--- src/hw/nvrb_pkg.sv ---
// nvrb_pkg: constants and types shared by both ends of the page readback link.
// assumes: byte-wide link, one byte exchanged per rising edge of the link clock.
package nvrb_pkg;
    localparam int PTR_W = 6;
    localparam int IDX_W = 4;
    localparam int CNT_W = 14;
    localparam logic [13:0] CNT_MAX = 14'h3fff;
    localparam logic [13:0] WB_BIG_PAGES = 14'h000d;
    localparam int FILL_CNT = 16;
    localparam int DUMMY_CNT = 4;
    localparam int OPS_FULL = 3;
    localparam int OPS_I2C = 2;
    localparam logic [7:0] CMD_RD_CFG = 8'h73;
    localparam logic [7:0] CMD_RD_USR = 8'hca;
    localparam logic [7:0] FILL_BYTE = 8'h5a;
    localparam logic [7:0] DUMMY_BYTE = 8'h00;
    localparam logic [7:0] IDLE_BYTE = 8'hff;
    localparam int SYS_PERIOD_NS = 5;
    localparam int LK_HALF = 12;
    localparam int RETR_NS_LARGE = 240;
    localparam int RETR_NS_SMALL = 360;

    typedef enum logic [2:0] {
        SEG_PAGE = 3'b001,
        SEG_FILL = 3'b010,
        SEG_DUMMY = 3'b100
    } nvrb_seg_t;

    typedef enum logic [4:0] {
        DST_IDLE = 5'b00001,
        DST_OPS = 5'b00010,
        DST_WAIT_RS = 5'b00100,
        DST_DATA = 5'b01000,
        DST_DRAIN = 5'b10000
    } nvrb_dst_t;

    typedef enum logic [4:0] {
        HST_IDLE = 5'b00001,
        HST_GAP = 5'b00010,
        HST_OPS = 5'b00100,
        HST_RS = 5'b01000,
        HST_DATA = 5'b10000
    } nvrb_hst_t;
endpackage

--- src/hw/nvrb_if.sv ---
// nvrb_if: the readback link between the configuration host and the device.
// assumes: the host end makes lk_clk and changes its outputs on the falling edge, save lk_i2c, which is set when a request is taken.
`timescale 1ns/1ps
interface nvrb_if;
    logic lk_clk;
    logic lk_sel_n;
    logic lk_valid;
    logic lk_rs;
    logic lk_i2c;
    logic [7:0] lk_h2d;
    logic [7:0] lk_d2h;

    modport host (
        output lk_clk,
        output lk_sel_n,
        output lk_valid,
        output lk_rs,
        output lk_i2c,
        output lk_h2d,
        input lk_d2h
    );

    modport dev (
        input lk_clk,
        input lk_sel_n,
        input lk_valid,
        input lk_rs,
        input lk_i2c,
        input lk_h2d,
        output lk_d2h
    );
endinterface

--- src/hw/nvrb_host.sv ---
// nvrb_host: configuration host end; issues page read commands and collects bytes.
// assumes: the link clock is made here by dividing sys_clk and runs except while rst_n holds it low.
`timescale 1ns/1ps
module nvrb_host #(
    parameter int HALF = nvrb_pkg::LK_HALF,
    parameter int RETR_NS = nvrb_pkg::RETR_NS_LARGE,
    parameter int PB = 2 ** nvrb_pkg::IDX_W
) (
    input wire logic sys_clk,
    input wire logic rst_n,
    nvrb_if.host lk,
    input wire logic req,
    input wire logic req_array,
    input wire logic req_i2c,
    input wire logic req_wb,
    input wire logic [13:0] req_pages,
    output logic ready,
    output logic rd_valid,
    output logic [7:0] rd_data,
    output logic done
);
    localparam int PER_NS = 2 * HALF * nvrb_pkg::SYS_PERIOD_NS;
    localparam int GAPS_RAW = (RETR_NS + PER_NS - 1) / PER_NS - 1;
    localparam int GAPS = (GAPS_RAW > 0) ? GAPS_RAW : 0;

    typedef struct packed {
        nvrb_pkg::nvrb_hst_t st;
        logic [7:0] div;
        logic clk;
        logic sel_n;
        logic valid;
        logic rs;
        logic i2c;
        logic arr;
        logic [7:0] h2d;
        logic [23:0] operand_bytes;
        logic [1:0] opn;
        logic [7:0] gap;
        logic [23:0] left;
        logic pend;
        logic ready;
        logic rd_valid;
        logic [7:0] rd_data;
        logic done;
    } nvrb_host_state_t;

    localparam nvrb_host_state_t RST = '{
        st: nvrb_pkg::HST_IDLE, div: 8'h00, clk: 1'b0, sel_n: 1'b1, valid: 1'b0,
        rs: 1'b0, i2c: 1'b0, arr: 1'b0, h2d: nvrb_pkg::IDLE_BYTE, operand_bytes: 24'h000000,
        opn: 2'h0, gap: 8'h00, left: 24'h000000, pend: 1'b0, ready: 1'b1,
        rd_valid: 1'b0, rd_data: 8'h00, done: 1'b0};

    nvrb_host_state_t s_q;
    nvrb_host_state_t s_d;
    logic [7:0] d2h_sync;
    logic [13:0] cnt_send;

    // bytes to collect for the pages wanted; trailing dummies are never read
    function automatic logic [23:0] nvrb_total(input logic i2c, input logic [13:0] p);
        logic [23:0] pp;
        pp = {10'h000, p};
        if (p <= 14'h0001)
            nvrb_total = 24'(PB);
        else if (i2c)
            nvrb_total = 24'(3 * PB) + (pp - 24'h000001) * 24'(PB + nvrb_pkg::DUMMY_CNT);
        else
            nvrb_total = (pp + 24'h000001) * 24'(PB);
    endfunction

    // limitation: HALF below 3 reads a returned byte one link period late
    nvrb_sync2 #(
        .W(8)
    ) u_d2h_sync (
        .sys_clk(sys_clk),
        .rst_n(rst_n),
        .din(lk.lk_d2h),
        .dout(d2h_sync)
    );

    always_comb
    begin
        if (req_wb && req_pages >= nvrb_pkg::WB_BIG_PAGES)
            cnt_send = nvrb_pkg::CNT_MAX;
        else if (req_pages <= 14'h0001)
            cnt_send = 14'h0001;
        else if (req_pages == nvrb_pkg::CNT_MAX)
            cnt_send = nvrb_pkg::CNT_MAX;
        else
            cnt_send = req_pages + 14'h0001;
    end

    always_comb
    begin
        s_d = s_q;
        s_d.rd_valid = 1'b0;
        s_d.done = 1'b0;
        s_d.div = s_q.div + 8'h01;
        if (req && s_q.ready)
        begin
            s_d.pend = 1'b1;
            s_d.ready = 1'b0;
            s_d.i2c = req_i2c;
            s_d.arr = req_array;
            // i2c sends two operand bytes, the others three
            s_d.operand_bytes = req_i2c ? {2'b00, cnt_send, 8'h00} : {8'h00, 2'b00, cnt_send};
            s_d.left = nvrb_total(req_i2c, req_pages);
        end
        if (s_q.div == 8'(HALF - 1))
        begin
            s_d.div = 8'h00;
            s_d.clk = ~s_q.clk;
            if (s_q.clk)
            begin
                case (s_q.st)
                    nvrb_pkg::HST_IDLE:
                    begin
                        if (s_q.pend)
                        begin
                            s_d.pend = 1'b0;
                            s_d.sel_n = 1'b0;
                            s_d.valid = 1'b1;
                            s_d.h2d = s_q.arr ? nvrb_pkg::CMD_RD_USR : nvrb_pkg::CMD_RD_CFG;
                            s_d.opn = 2'h0;
                            s_d.gap = 8'(GAPS);
                            s_d.st = (GAPS == 0) ? nvrb_pkg::HST_OPS : nvrb_pkg::HST_GAP;
                        end
                    end
                    nvrb_pkg::HST_GAP:
                    begin
                        // idle slots stretch command-to-first-operand to the retrieval time
                        s_d.valid = 1'b0;
                        s_d.gap = s_q.gap - 8'h01;
                        if (s_q.gap == 8'h01)
                            s_d.st = nvrb_pkg::HST_OPS;
                    end
                    nvrb_pkg::HST_OPS:
                    begin
                        s_d.valid = 1'b1;
                        s_d.h2d = s_q.operand_bytes[23:16];
                        s_d.operand_bytes = {s_q.operand_bytes[15:0], 8'h00};
                        s_d.opn = s_q.opn + 2'h1;
                        if (s_q.opn == (s_q.i2c ? 2'(nvrb_pkg::OPS_I2C - 1)
                                                : 2'(nvrb_pkg::OPS_FULL - 1)))
                            s_d.st = s_q.i2c ? nvrb_pkg::HST_RS : nvrb_pkg::HST_DATA;
                    end
                    nvrb_pkg::HST_RS:
                    begin
                        // repeated start: the frame stays selected
                        s_d.valid = 1'b0;
                        s_d.rs = 1'b1;
                        s_d.st = nvrb_pkg::HST_DATA;
                    end
                    nvrb_pkg::HST_DATA:
                    begin
                        s_d.rs = 1'b0;
                        s_d.rd_valid = 1'b1;
                        s_d.rd_data = d2h_sync;
                        s_d.left = s_q.left - 24'h000001;
                        if (s_q.left == 24'h000001)
                        begin
                            s_d.sel_n = 1'b1;
                            s_d.valid = 1'b0;
                            s_d.h2d = nvrb_pkg::IDLE_BYTE;
                            s_d.done = 1'b1;
                            s_d.ready = 1'b1;
                            s_d.st = nvrb_pkg::HST_IDLE;
                        end
                        else
                        begin
                            s_d.valid = 1'b1;
                            s_d.h2d = nvrb_pkg::IDLE_BYTE;
                        end
                    end
                    default:
                        s_d = RST;
                endcase
            end
        end
    end

    always_ff @(posedge sys_clk)
    begin
        if (!rst_n)
            s_q <= RST;
        else
            s_q <= s_d;
    end

    assign lk.lk_clk = s_q.clk;
    assign lk.lk_sel_n = s_q.sel_n;
    assign lk.lk_valid = s_q.valid;
    assign lk.lk_rs = s_q.rs;
    assign lk.lk_i2c = s_q.i2c;
    assign lk.lk_h2d = s_q.h2d;
    assign ready = s_q.ready;
    assign rd_valid = s_q.rd_valid;
    assign rd_data = s_q.rd_data;
    assign done = s_q.done;
endmodule

--- src/hw/nvrb_sync2.sv ---
// nvrb_sync2: two-flop synchroniser for a level or a word held stable long enough.
// assumes: a word is only read after it has stood still for several clocks.
`timescale 1ns/1ps
module nvrb_sync2 #(
    parameter int W = 8
) (
    input wire logic sys_clk,
    input wire logic rst_n,
    input wire logic [W-1:0] din,
    output logic [W-1:0] dout
);
    logic [W-1:0] meta_q;
    logic [W-1:0] sync_q;

    always_ff @(posedge sys_clk)
    begin
        if (!rst_n)
        begin
            meta_q <= '0;
            sync_q <= '0;
        end
        else
        begin
            meta_q <= din;
            sync_q <= meta_q;
        end
    end

    assign dout = sync_q;
endmodule

--- src/flat_wrapper.sv ---
// flat-port wrapper written by rule: the top's interface ports become plain ports
module nvrb_host_flat 
#(
    parameter int HALF = nvrb_pkg::LK_HALF,
    parameter int RETR_NS = nvrb_pkg::RETR_NS_LARGE,
    parameter int PB = 2 ** nvrb_pkg::IDX_W
)
  (sys_clk, rst_n, req, req_array, req_i2c, req_wb, req_pages, ready, rd_valid, rd_data, done, lk_lk_clk, lk_lk_sel_n, lk_lk_valid, lk_lk_rs, lk_lk_i2c, lk_lk_h2d, lk_lk_d2h);
  nvrb_if lk_i ();
  input wire logic sys_clk;
  input wire logic rst_n;
  input wire logic req;
  input wire logic req_array;
  input wire logic req_i2c;
  input wire logic req_wb;
  input wire logic [13:0] req_pages;
  output logic ready;
  output logic rd_valid;
  output logic [7:0] rd_data;
  output logic done;
  output wire logic [$bits(lk_i.lk_clk)-1:0] lk_lk_clk;
  output wire logic [$bits(lk_i.lk_sel_n)-1:0] lk_lk_sel_n;
  output wire logic [$bits(lk_i.lk_valid)-1:0] lk_lk_valid;
  output wire logic [$bits(lk_i.lk_rs)-1:0] lk_lk_rs;
  output wire logic [$bits(lk_i.lk_i2c)-1:0] lk_lk_i2c;
  output wire logic [$bits(lk_i.lk_h2d)-1:0] lk_lk_h2d;
  input wire logic [$bits(lk_i.lk_d2h)-1:0] lk_lk_d2h;
  assign lk_lk_clk = lk_i.lk_clk;
  assign lk_lk_sel_n = lk_i.lk_sel_n;
  assign lk_lk_valid = lk_i.lk_valid;
  assign lk_lk_rs = lk_i.lk_rs;
  assign lk_lk_i2c = lk_i.lk_i2c;
  assign lk_lk_h2d = lk_i.lk_h2d;
  assign lk_i.lk_d2h = lk_lk_d2h;
  nvrb_host #(.HALF(HALF), .RETR_NS(RETR_NS), .PB(PB)) u_core (.sys_clk(sys_clk), .rst_n(rst_n), .lk(lk_i), .req(req), .req_array(req_array), .req_i2c(req_i2c), .req_wb(req_wb), .req_pages(req_pages), .ready(ready), .rd_valid(rd_valid), .rd_data(rd_data), .done(done));
endmodule
--- config.mk ---
export PLATFORM = sky130hd
export DESIGN_NAME = nvrb_host_flat
export DESIGN_NICKNAME = d
export VERILOG_FILES = /design/src/hw/nvrb_pkg.sv /design/src/hw/nvrb_if.sv /design/src/hw/nvrb_host.sv /design/src/hw/nvrb_sync2.sv /design/src/flat_wrapper.sv
export SDC_FILE = /design/constraint.sdc
export NUM_CORES = 1
export LEC_CHECK = 0
export ABC_AREA = 1
export BUFFER_PORTS_ARGS = -buffer_cell sky130_fd_sc_hd__clkbuf_2
export CAP_MARGIN = 20
export CORE_MARGIN = 5
export CORE_UTILIZATION = 60
export CTS_BUF_LIST = sky130_fd_sc_hd__clkbuf_4
export DETAILED_ROUTE_END_ITERATION = 6
export PLACE_DENSITY = 0.79
export SYNTH_ARGS = -nofsm -noshare
export SYNTH_HDL_FRONTEND = slang
export SYNTH_SLANG_ARGS = --single-unit
--- constraint.sdc ---
create_clock -name sys_clk -period 4.1 [get_ports sys_clk]
set_input_delay 0.615 -clock sys_clk [delete_from_list [all_inputs] [get_ports sys_clk]]
set_output_delay 0.615 -clock sys_clk [all_outputs]
set_load 0.005 [all_outputs]
# Word-level counts from Yosys, hierarchy flattened
# Cells that the tools add are included.
word_totals:
  register_bits: 113
  latchBits: 0
  ram_bits: 0
  romBits: 0
  in_bits: 28
  word_cells: 111
  memories: 0
classes:
  add_sub_neg: 8
  multipliers: 1
  div_mod_pow: 0
  magnitude_cmp: 2
  n_eq_ne: 14
  shifts: 0
  mux: 39
  bitwise_logic: 7
  reduce_logical: 20
ops:
  columns: ["op", "n"]
  rows:
  - ["$mux 92", 2]
  - ["$pmux 24 s2", 2]
  - ["$mux 24", 3]
  - ["$pmux 8 s3", 2]
  - ["$mux 14", 3]
  - ["$mux 26", 1]
  - ["$mux 5", 5]
  - ["$pmux 5 s5", 1]
  - ["$add 6x24->24 const A", 1]
  - ["$eq 24x1->1 const B", 1]
  - ["$mul 24x3->22 const B", 1]
  - ["$sub 24x1->24 const B", 1]
  - ["$mux 22", 1]
  - ["$pmux 11 s2", 1]
  - ["$mux 8", 2]
  - ["$add 14x1->15 const B", 1]
  - ["$sub 14x1->15 const B", 1]
  - ["$add 14x1->14 const B", 1]
  - ["$eq 14x14->1 const B", 1]
  - ["$ge 14x4->1 const B", 1]
  - ["$le 14x1->1 const B", 1]
  - ["$reduce_and 3->1", 4]
  - ["$reduce_and 4->1", 3]
  - ["$reduce_or 3->1", 4]
  - ["other kinds (25)", 47]

# Logic depth before layout (Yosys ltp)
depth:
  ltp_word: 10
  mapped_depth: 26

# By module
# From an unflattened synthesis, not the netlist that was laid out.
unflattened:
  cells_unflattened: 1162
  area_unflattened_um2: 7808.7
by_module_without_submodules:
  columns: ["mod", "n_inst", "cells_each", "area_per_inst_um2", "seq_area_each_um2"]
  rows:
  - ["nvrb_host", 1, 1112, 7324.5, 1941.9]
  - ["nvrb_sync2", 1, 50, 484.2, 320.3]

# Worst setup path after synthesis
# Ideal clock, no wire load.
synth_path:
  path_kind: "in2reg"
  startpoint: "in req_pages[2]"
  endpoint: "reg u_core.s_q[32] in the netlist's numbering"
  setup_time_ps: 67
  arrival_time_ps: 3524
  setup_slack_ps: 508
  cell_stages: 24
  path_buffers: 1
  cell_sequence: "buf_6 -> nor2_2 -> nand3_1 -> nor2_1 -> nand2_1 -> nor4_1 -> nand2_1 -> o31ai_1 -> nand2_1 -> ha_1 -> ha_1 -> nand2_1 -> inv_1 -> a21oi_1 -> nand3_1 -> nand2_1 -> nand2_1 -> inv_1 -> nand2_1 -> nor2_2 -> nand3_1 -> nand2_1 -> nand3_2 -> a21oi_2"
synth_via:
  elab_chain_cells: 9
  word_cells_on_any_way: 10
  cone_classes: "add/sub (2); mul (1); order compare (1); mux (6)"
synth_lines:
  columns: ["element", "line", "text"]
  rows:
  - ["start, declared", "flat_wrapper.sv:16", "input wire logic [13:0] req_pages;"]
  - ["$sub 14x1->15", "nvrb_host.sv:65", "nvrb_total = 24'(3 * PB) + (pp - 24'h000001) * 24'(PB + nvrb_pkg::DUMMY_CNT);"]
  - ["$mul 24x3->22", "nvrb_host.sv:65", null]
  - ["$add 6x24->24", "nvrb_host.sv:65", null]
  - ["$mux 24", "nvrb_host.sv:64", "else if (i2c)"]
  - ["$mux 24 (*)", "nvrb_host.sv:62", "if (p <= 14'h0001)"]
  - ["$mux 26 (*)", "nvrb_host.sv:98", "if (req && s_q.ready)"]
  - ["$pmux 24 s2", "nvrb_host.sv:114", "case (s_q.st)"]
  - ["$mux 92", "nvrb_host.sv:112", "if (s_q.clk)"]
  - ["$mux 92 (*)", "nvrb_host.sv:108", "if (s_q.div == 8'(HALF - 1))"]
  - ["end signal, assigned", "nvrb_host.sv:184", "s_q <= RST;"]
  - ["end signal, assigned", "nvrb_host.sv:186", "s_q <= s_d;"]
  - ["end, declared", "nvrb_host.sv:53", "nvrb_host_state_t s_q;"]
# Mark *: on every way between the ends. The rest lies on a longest branch, timed or not.
# A chain may end at the register's enable or synchronous reset.

# Worst setup path in the final report
layout_path:
  startpoint: "in req_pages[6]"
  endpoint: "reg u_core.s_q[31] in the netlist's numbering"
# The elaborated chain is that of the path after synthesis.

==> flow_metrics.env <==
export IMPL_syn_avg_cell_area_um2=6.61
export IMPL_initial_core_util=0.607
export IMPL_cts_root_buffer="clkbuf_4"
export IMPL_intPower_uw=1920
export IMPL_numCtsBuffers=17
export IMPL_cts_resized=0
export IMPL_die_w_um=126
export IMPL_grt_pass1_vias=7203
export IMPL_switching_share=0.318
export IMPL_p_leak_uw=0.00428
export IMPL_min_period_ps=3580
export IMPL_antenna_found_initial=1
export IMPL_synth_cell_type_count=60
export IMPL_fin_nets=1319
export IMPL_tns_ps=0
export IMPL_status="finished, final reports clean"
export IMPL_hpwl_mm=15.1
export IMPL_synth_fp_nets=1275
export IMPL_fmax_mhz=279
export IMPL_yosysMostFrequentCell="nand2_1"
export IMPL_cp_start_kind="input port"
export IMPL_seqPwrFrac=0.413
export IMPL_yosysWarningCount=0
export IMPL_layout_drive_gt1_share=0.149
export IMPL_htree_levels=4
export IMPL_setup_viol=0
export IMPL_min_period_over_period=0.874
export IMPL_wl_mm=19.3
export IMPL_area_growth_pct=8.31
export IMPL_io_pins=52
export IMPL_cts_sinks=113
export IMPL_drcViolationCount=0
export IMPL_finClkSkew_ps=18.2
export IMPL_powerDensity_nw_per_um2=325
export IMPL_place_area_um2=8340
export IMPL_slew_headroom=0.397
export IMPL_rsz0062_at_grt="no"
export IMPL_grt_pass1_wl_mm=32.6
export IMPL_final_fill_count=1213
export IMPL_path_delay_family="simple AND/OR/NAND/NOR gates"
export IMPL_cp_num_buf_inv=2
export IMPL_slowest_delay_ps=380
export IMPL_total_power_uw=2820
export IMPL_design_die_area_um2=15800
export IMPL_cpMostUsedCell="nand2_1"
export IMPL_ys_top_cells_by_count="298 x nand2_1, 176 x inv_1, 113 x dfxtp_1, 110 x nor2_1, 88 x nand3_1"
export IMPL_clkPwrFrac=0.345
export IMPL_async_flop_share=0
export IMPL_arrival_ps=4040
export IMPL_clkTransAtPathRegs_ps=110
export IMPL_grt_ovfl_total=0
export IMPL_worst_path_max_fanout=6
export IMPL_layout_cells_non_filler=1447
export IMPL_groute_usage_overall=0.246
export IMPL_postCtsSetupBuffers=0
export IMPL_num_vias=7765
export IMPL_vias_per_cell=5.37
export IMPL_drtIter0Drc=548
export IMPL_syn_inst=1213
export IMPL_wl_per_cell_um=13.4
export IMPL_path_class="in -> reg"
export IMPL_pwr_share_comb=0.242
export IMPL_synth_seq_cells=113
export IMPL_clock_path_buffers=2
export IMPL_finalInstanceArea_um2=8680
export IMPL_dp_cells=1414
export IMPL_vdd_drop_max_v=0.000381
export IMPL_grt_max_degree=41
export IMPL_rows=42
export IMPL_core_area_um2=13200
export IMPL_drtAntennaViolNets=0
export IMPL_yosys_area_top_type="dfxtp_1"
export IMPL_p_sw_uw=896
export IMPL_synth_seq_area_share=0.282
export IMPL_finalHoldViolCount=0
export IMPL_cp_required_ps=4560
export IMPL_finalMaxSlewViolations=0
export IMPL_cts_tree="yes"
export IMPL_cts_hold_buf=0
export IMPL_synth_top_cells_by_area="dfxtp_1 28%, nand2_1 14%, inv_1 8.2%, nand3_1 5.5%, ha_1 5.2%"
export IMPL_netlist_area_um2=8010
export IMPL_cp_end_kind="flop"
export IMPL_gp_congestion=0.956
export IMPL_worstMarginPinSlew_ps=900
export IMPL_cp_slowest_cell="ha_1"
export IMPL_synth_top_area_share=0.282
export IMPL_portBuffers=51
export IMPL_clk_insertion_delay_late_ps=530
export IMPL_die_y_um=126
export IMPL_ys_flop_type="dfxtp_1"
export IMPL_synth_edf_count=0
export IMPL_crit_chain="clkbuf_2 > nor2_1 > inv_1 > nor4_1 > nand2_1 > o31ai_1 > nand2_1 > ha_1 > ha_1 > a21oi_1 > nand2_1 > a21oi_1 > nand2_1 > nand2_1 > nand2_1 > nor2_1 > nand4_1 > nand2_1 > nand3_1 > a21oi_1"
export IMPL_min_delay_path_class="in -> reg"
export IMPL_drv_cap=0
export IMPL_dr_pass1_iters=7
[layout make-up]
| type | instances | area [µm²] | area share |
|---|---|---|---|
| multi-input cells | 870 | 4790 | 0.552 |
| flip-flops and latches | 113 | 2260 | 0.261 |
| inverters | 192 | 721 | 0.0830 |
| repair buffers | 63 | 345 | 0.0398 |
| well taps | 176 | 220 | 0.0254 |
| clock inverters | 12 | 189 | 0.0218 |
| clock buffers | 20 | 150 | 0.0173 |
| diodes | 1 | 2.50 | 0.000288 |
[cell usage in the layout (no fill, tap or decap), types with 3 or more instances in the layout]
| cell type | instances |
|---|---|
| o22ai_1 | 5 |
| xor2_1 | 20 |
| a31oi_1 | 6 |
| nand2_1 | 298 |
| o211ai_1 | 7 |
| nand4_4 | 4 |
| a22o_1 | 8 |
| clkbuf_2 | 51 |
| ha_1 | 33 |
| nor3_1 | 15 |
| o221ai_1 | 8 |
| a21oi_1 | 69 |
| nand4_1 | 21 |
| nand3_2 | 16 |
| bufinv_16 | 5 |
| nand3_1 | 88 |
| o21ai_0 | 55 |
| buf_4 | 12 |
| or2_2 | 3 |
| clkinv_1 | 3 |
| a32o_1 | 7 |
| dfxtp_1 | 113 |
| inv_2 | 16 |
| nand2_4 | 4 |
| nand2_2 | 13 |
| inv_1 | 176 |
| nor2_4 | 9 |
| clkbuf_4 | 20 |
| and3_1 | 3 |
| nor2_2 | 19 |
| o21ai_1 | 7 |
| nor2_1 | 110 |
| nor4_1 | 5 |
| o21a_1 | 3 |
[flip-flops by register name (all words and copies together) (netlist names)]
| signal | count |
|---|---|
| u_core.ready | 1 |
| u_core.lk.lk_i2c | 1 |
| u_core.s_q | 73 |
| u_core.u_d2h_sync.dout | 8 |
| u_core.lk.lk_valid | 1 |
| u_core.lk.lk_sel_n | 1 |
| u_core.lk.lk_h2d | 8 |
| u_core.rd_data | 8 |
| u_core.lk.lk_clk | 1 |
| u_core.done | 1 |
| u_core.rd_valid | 1 |
| u_core.u_d2h_sync.meta_q | 8 |
| u_core.lk.lk_rs | 1 |
[per-stage QoR]
| stage | hold WS [ps] | util | worst slack [ps] |
|---|---|---|---|
| 3_5_place_dp | 399 | 0.632 | 41.2 |
| 4_1_cts | 212 | 0.658 | 611 |
| 2_1_floorplan | 390 | - | 508 |
| 3_3_place_gp | 393 | 0.632 | 91.6 |
| 6_report | 251 | 0.658 | 516 |
| 5_1_grt | 233 | 0.658 | 227 |
[tightest hold or removal path, cell delays in order]
cell	delay (ps)
clkbuf_2	70
nand2_1	40
inv_1	40
[path summary, 6_finish.rpt]
path                                          start                                     end  slack, ps  cells after the start
min reg2reg  u_core.u_d2h_sync.meta_q[3]$_SDFF_PN0_    u_core.u_d2h_sync.dout[3]$_SDFF_PN0_        420                      2
max reg2reg             u_core.s_q[92]$_SDFFE_PN1P_               u_core.s_q[23]$_SDFF_PN0_       1730                     13
max                                    req_pages[6]               u_core.s_q[31]$_SDFF_PN0_        520                     20
min                                    lk_lk_d2h[2]  u_core.u_d2h_sync.meta_q[2]$_SDFF_PN0_        250                      3
[cells by family after synthesis]
| group | count (synthesis) | share of synthesized area |
|---|---|---|
| and+or+nand+nor | 626 | 0.380 |
| buffers and inverters | 230 | 0.120 |
| adders and majority gates | 34 | 0.0540 |
| xor gates and xnor gates | 22 | 0.0240 |
| DFF | 113 | 0.282 |
| AOI/OAI and AO/OA | 188 | 0.140 |
[routing by layer]
layer / GRT usage / share of wire / vias up
met5: 0 / 0 / -
met4: 0.0848 / 0.022 / 0
met3: 0.0397 / 0.048 / 35
met2: 0.403 / 0.47 / 198
met1: 0.331 / 0.46 / 3502
li1: - / - / 4030
[power groups by stage]
stage | logic [µW] | registers (µW) | clock network (µW)
after floorplan | 526 | 1180 | 0
after global placement | 662 | 1190 | 0
after detailed placement | 673 | 1190 | 0
after CTS | 678 | 1160 | 992
after global routing | 779 | 1170 | 1030
final | 683 | 1160 | 971
Power figures use the tool's default switching activity.
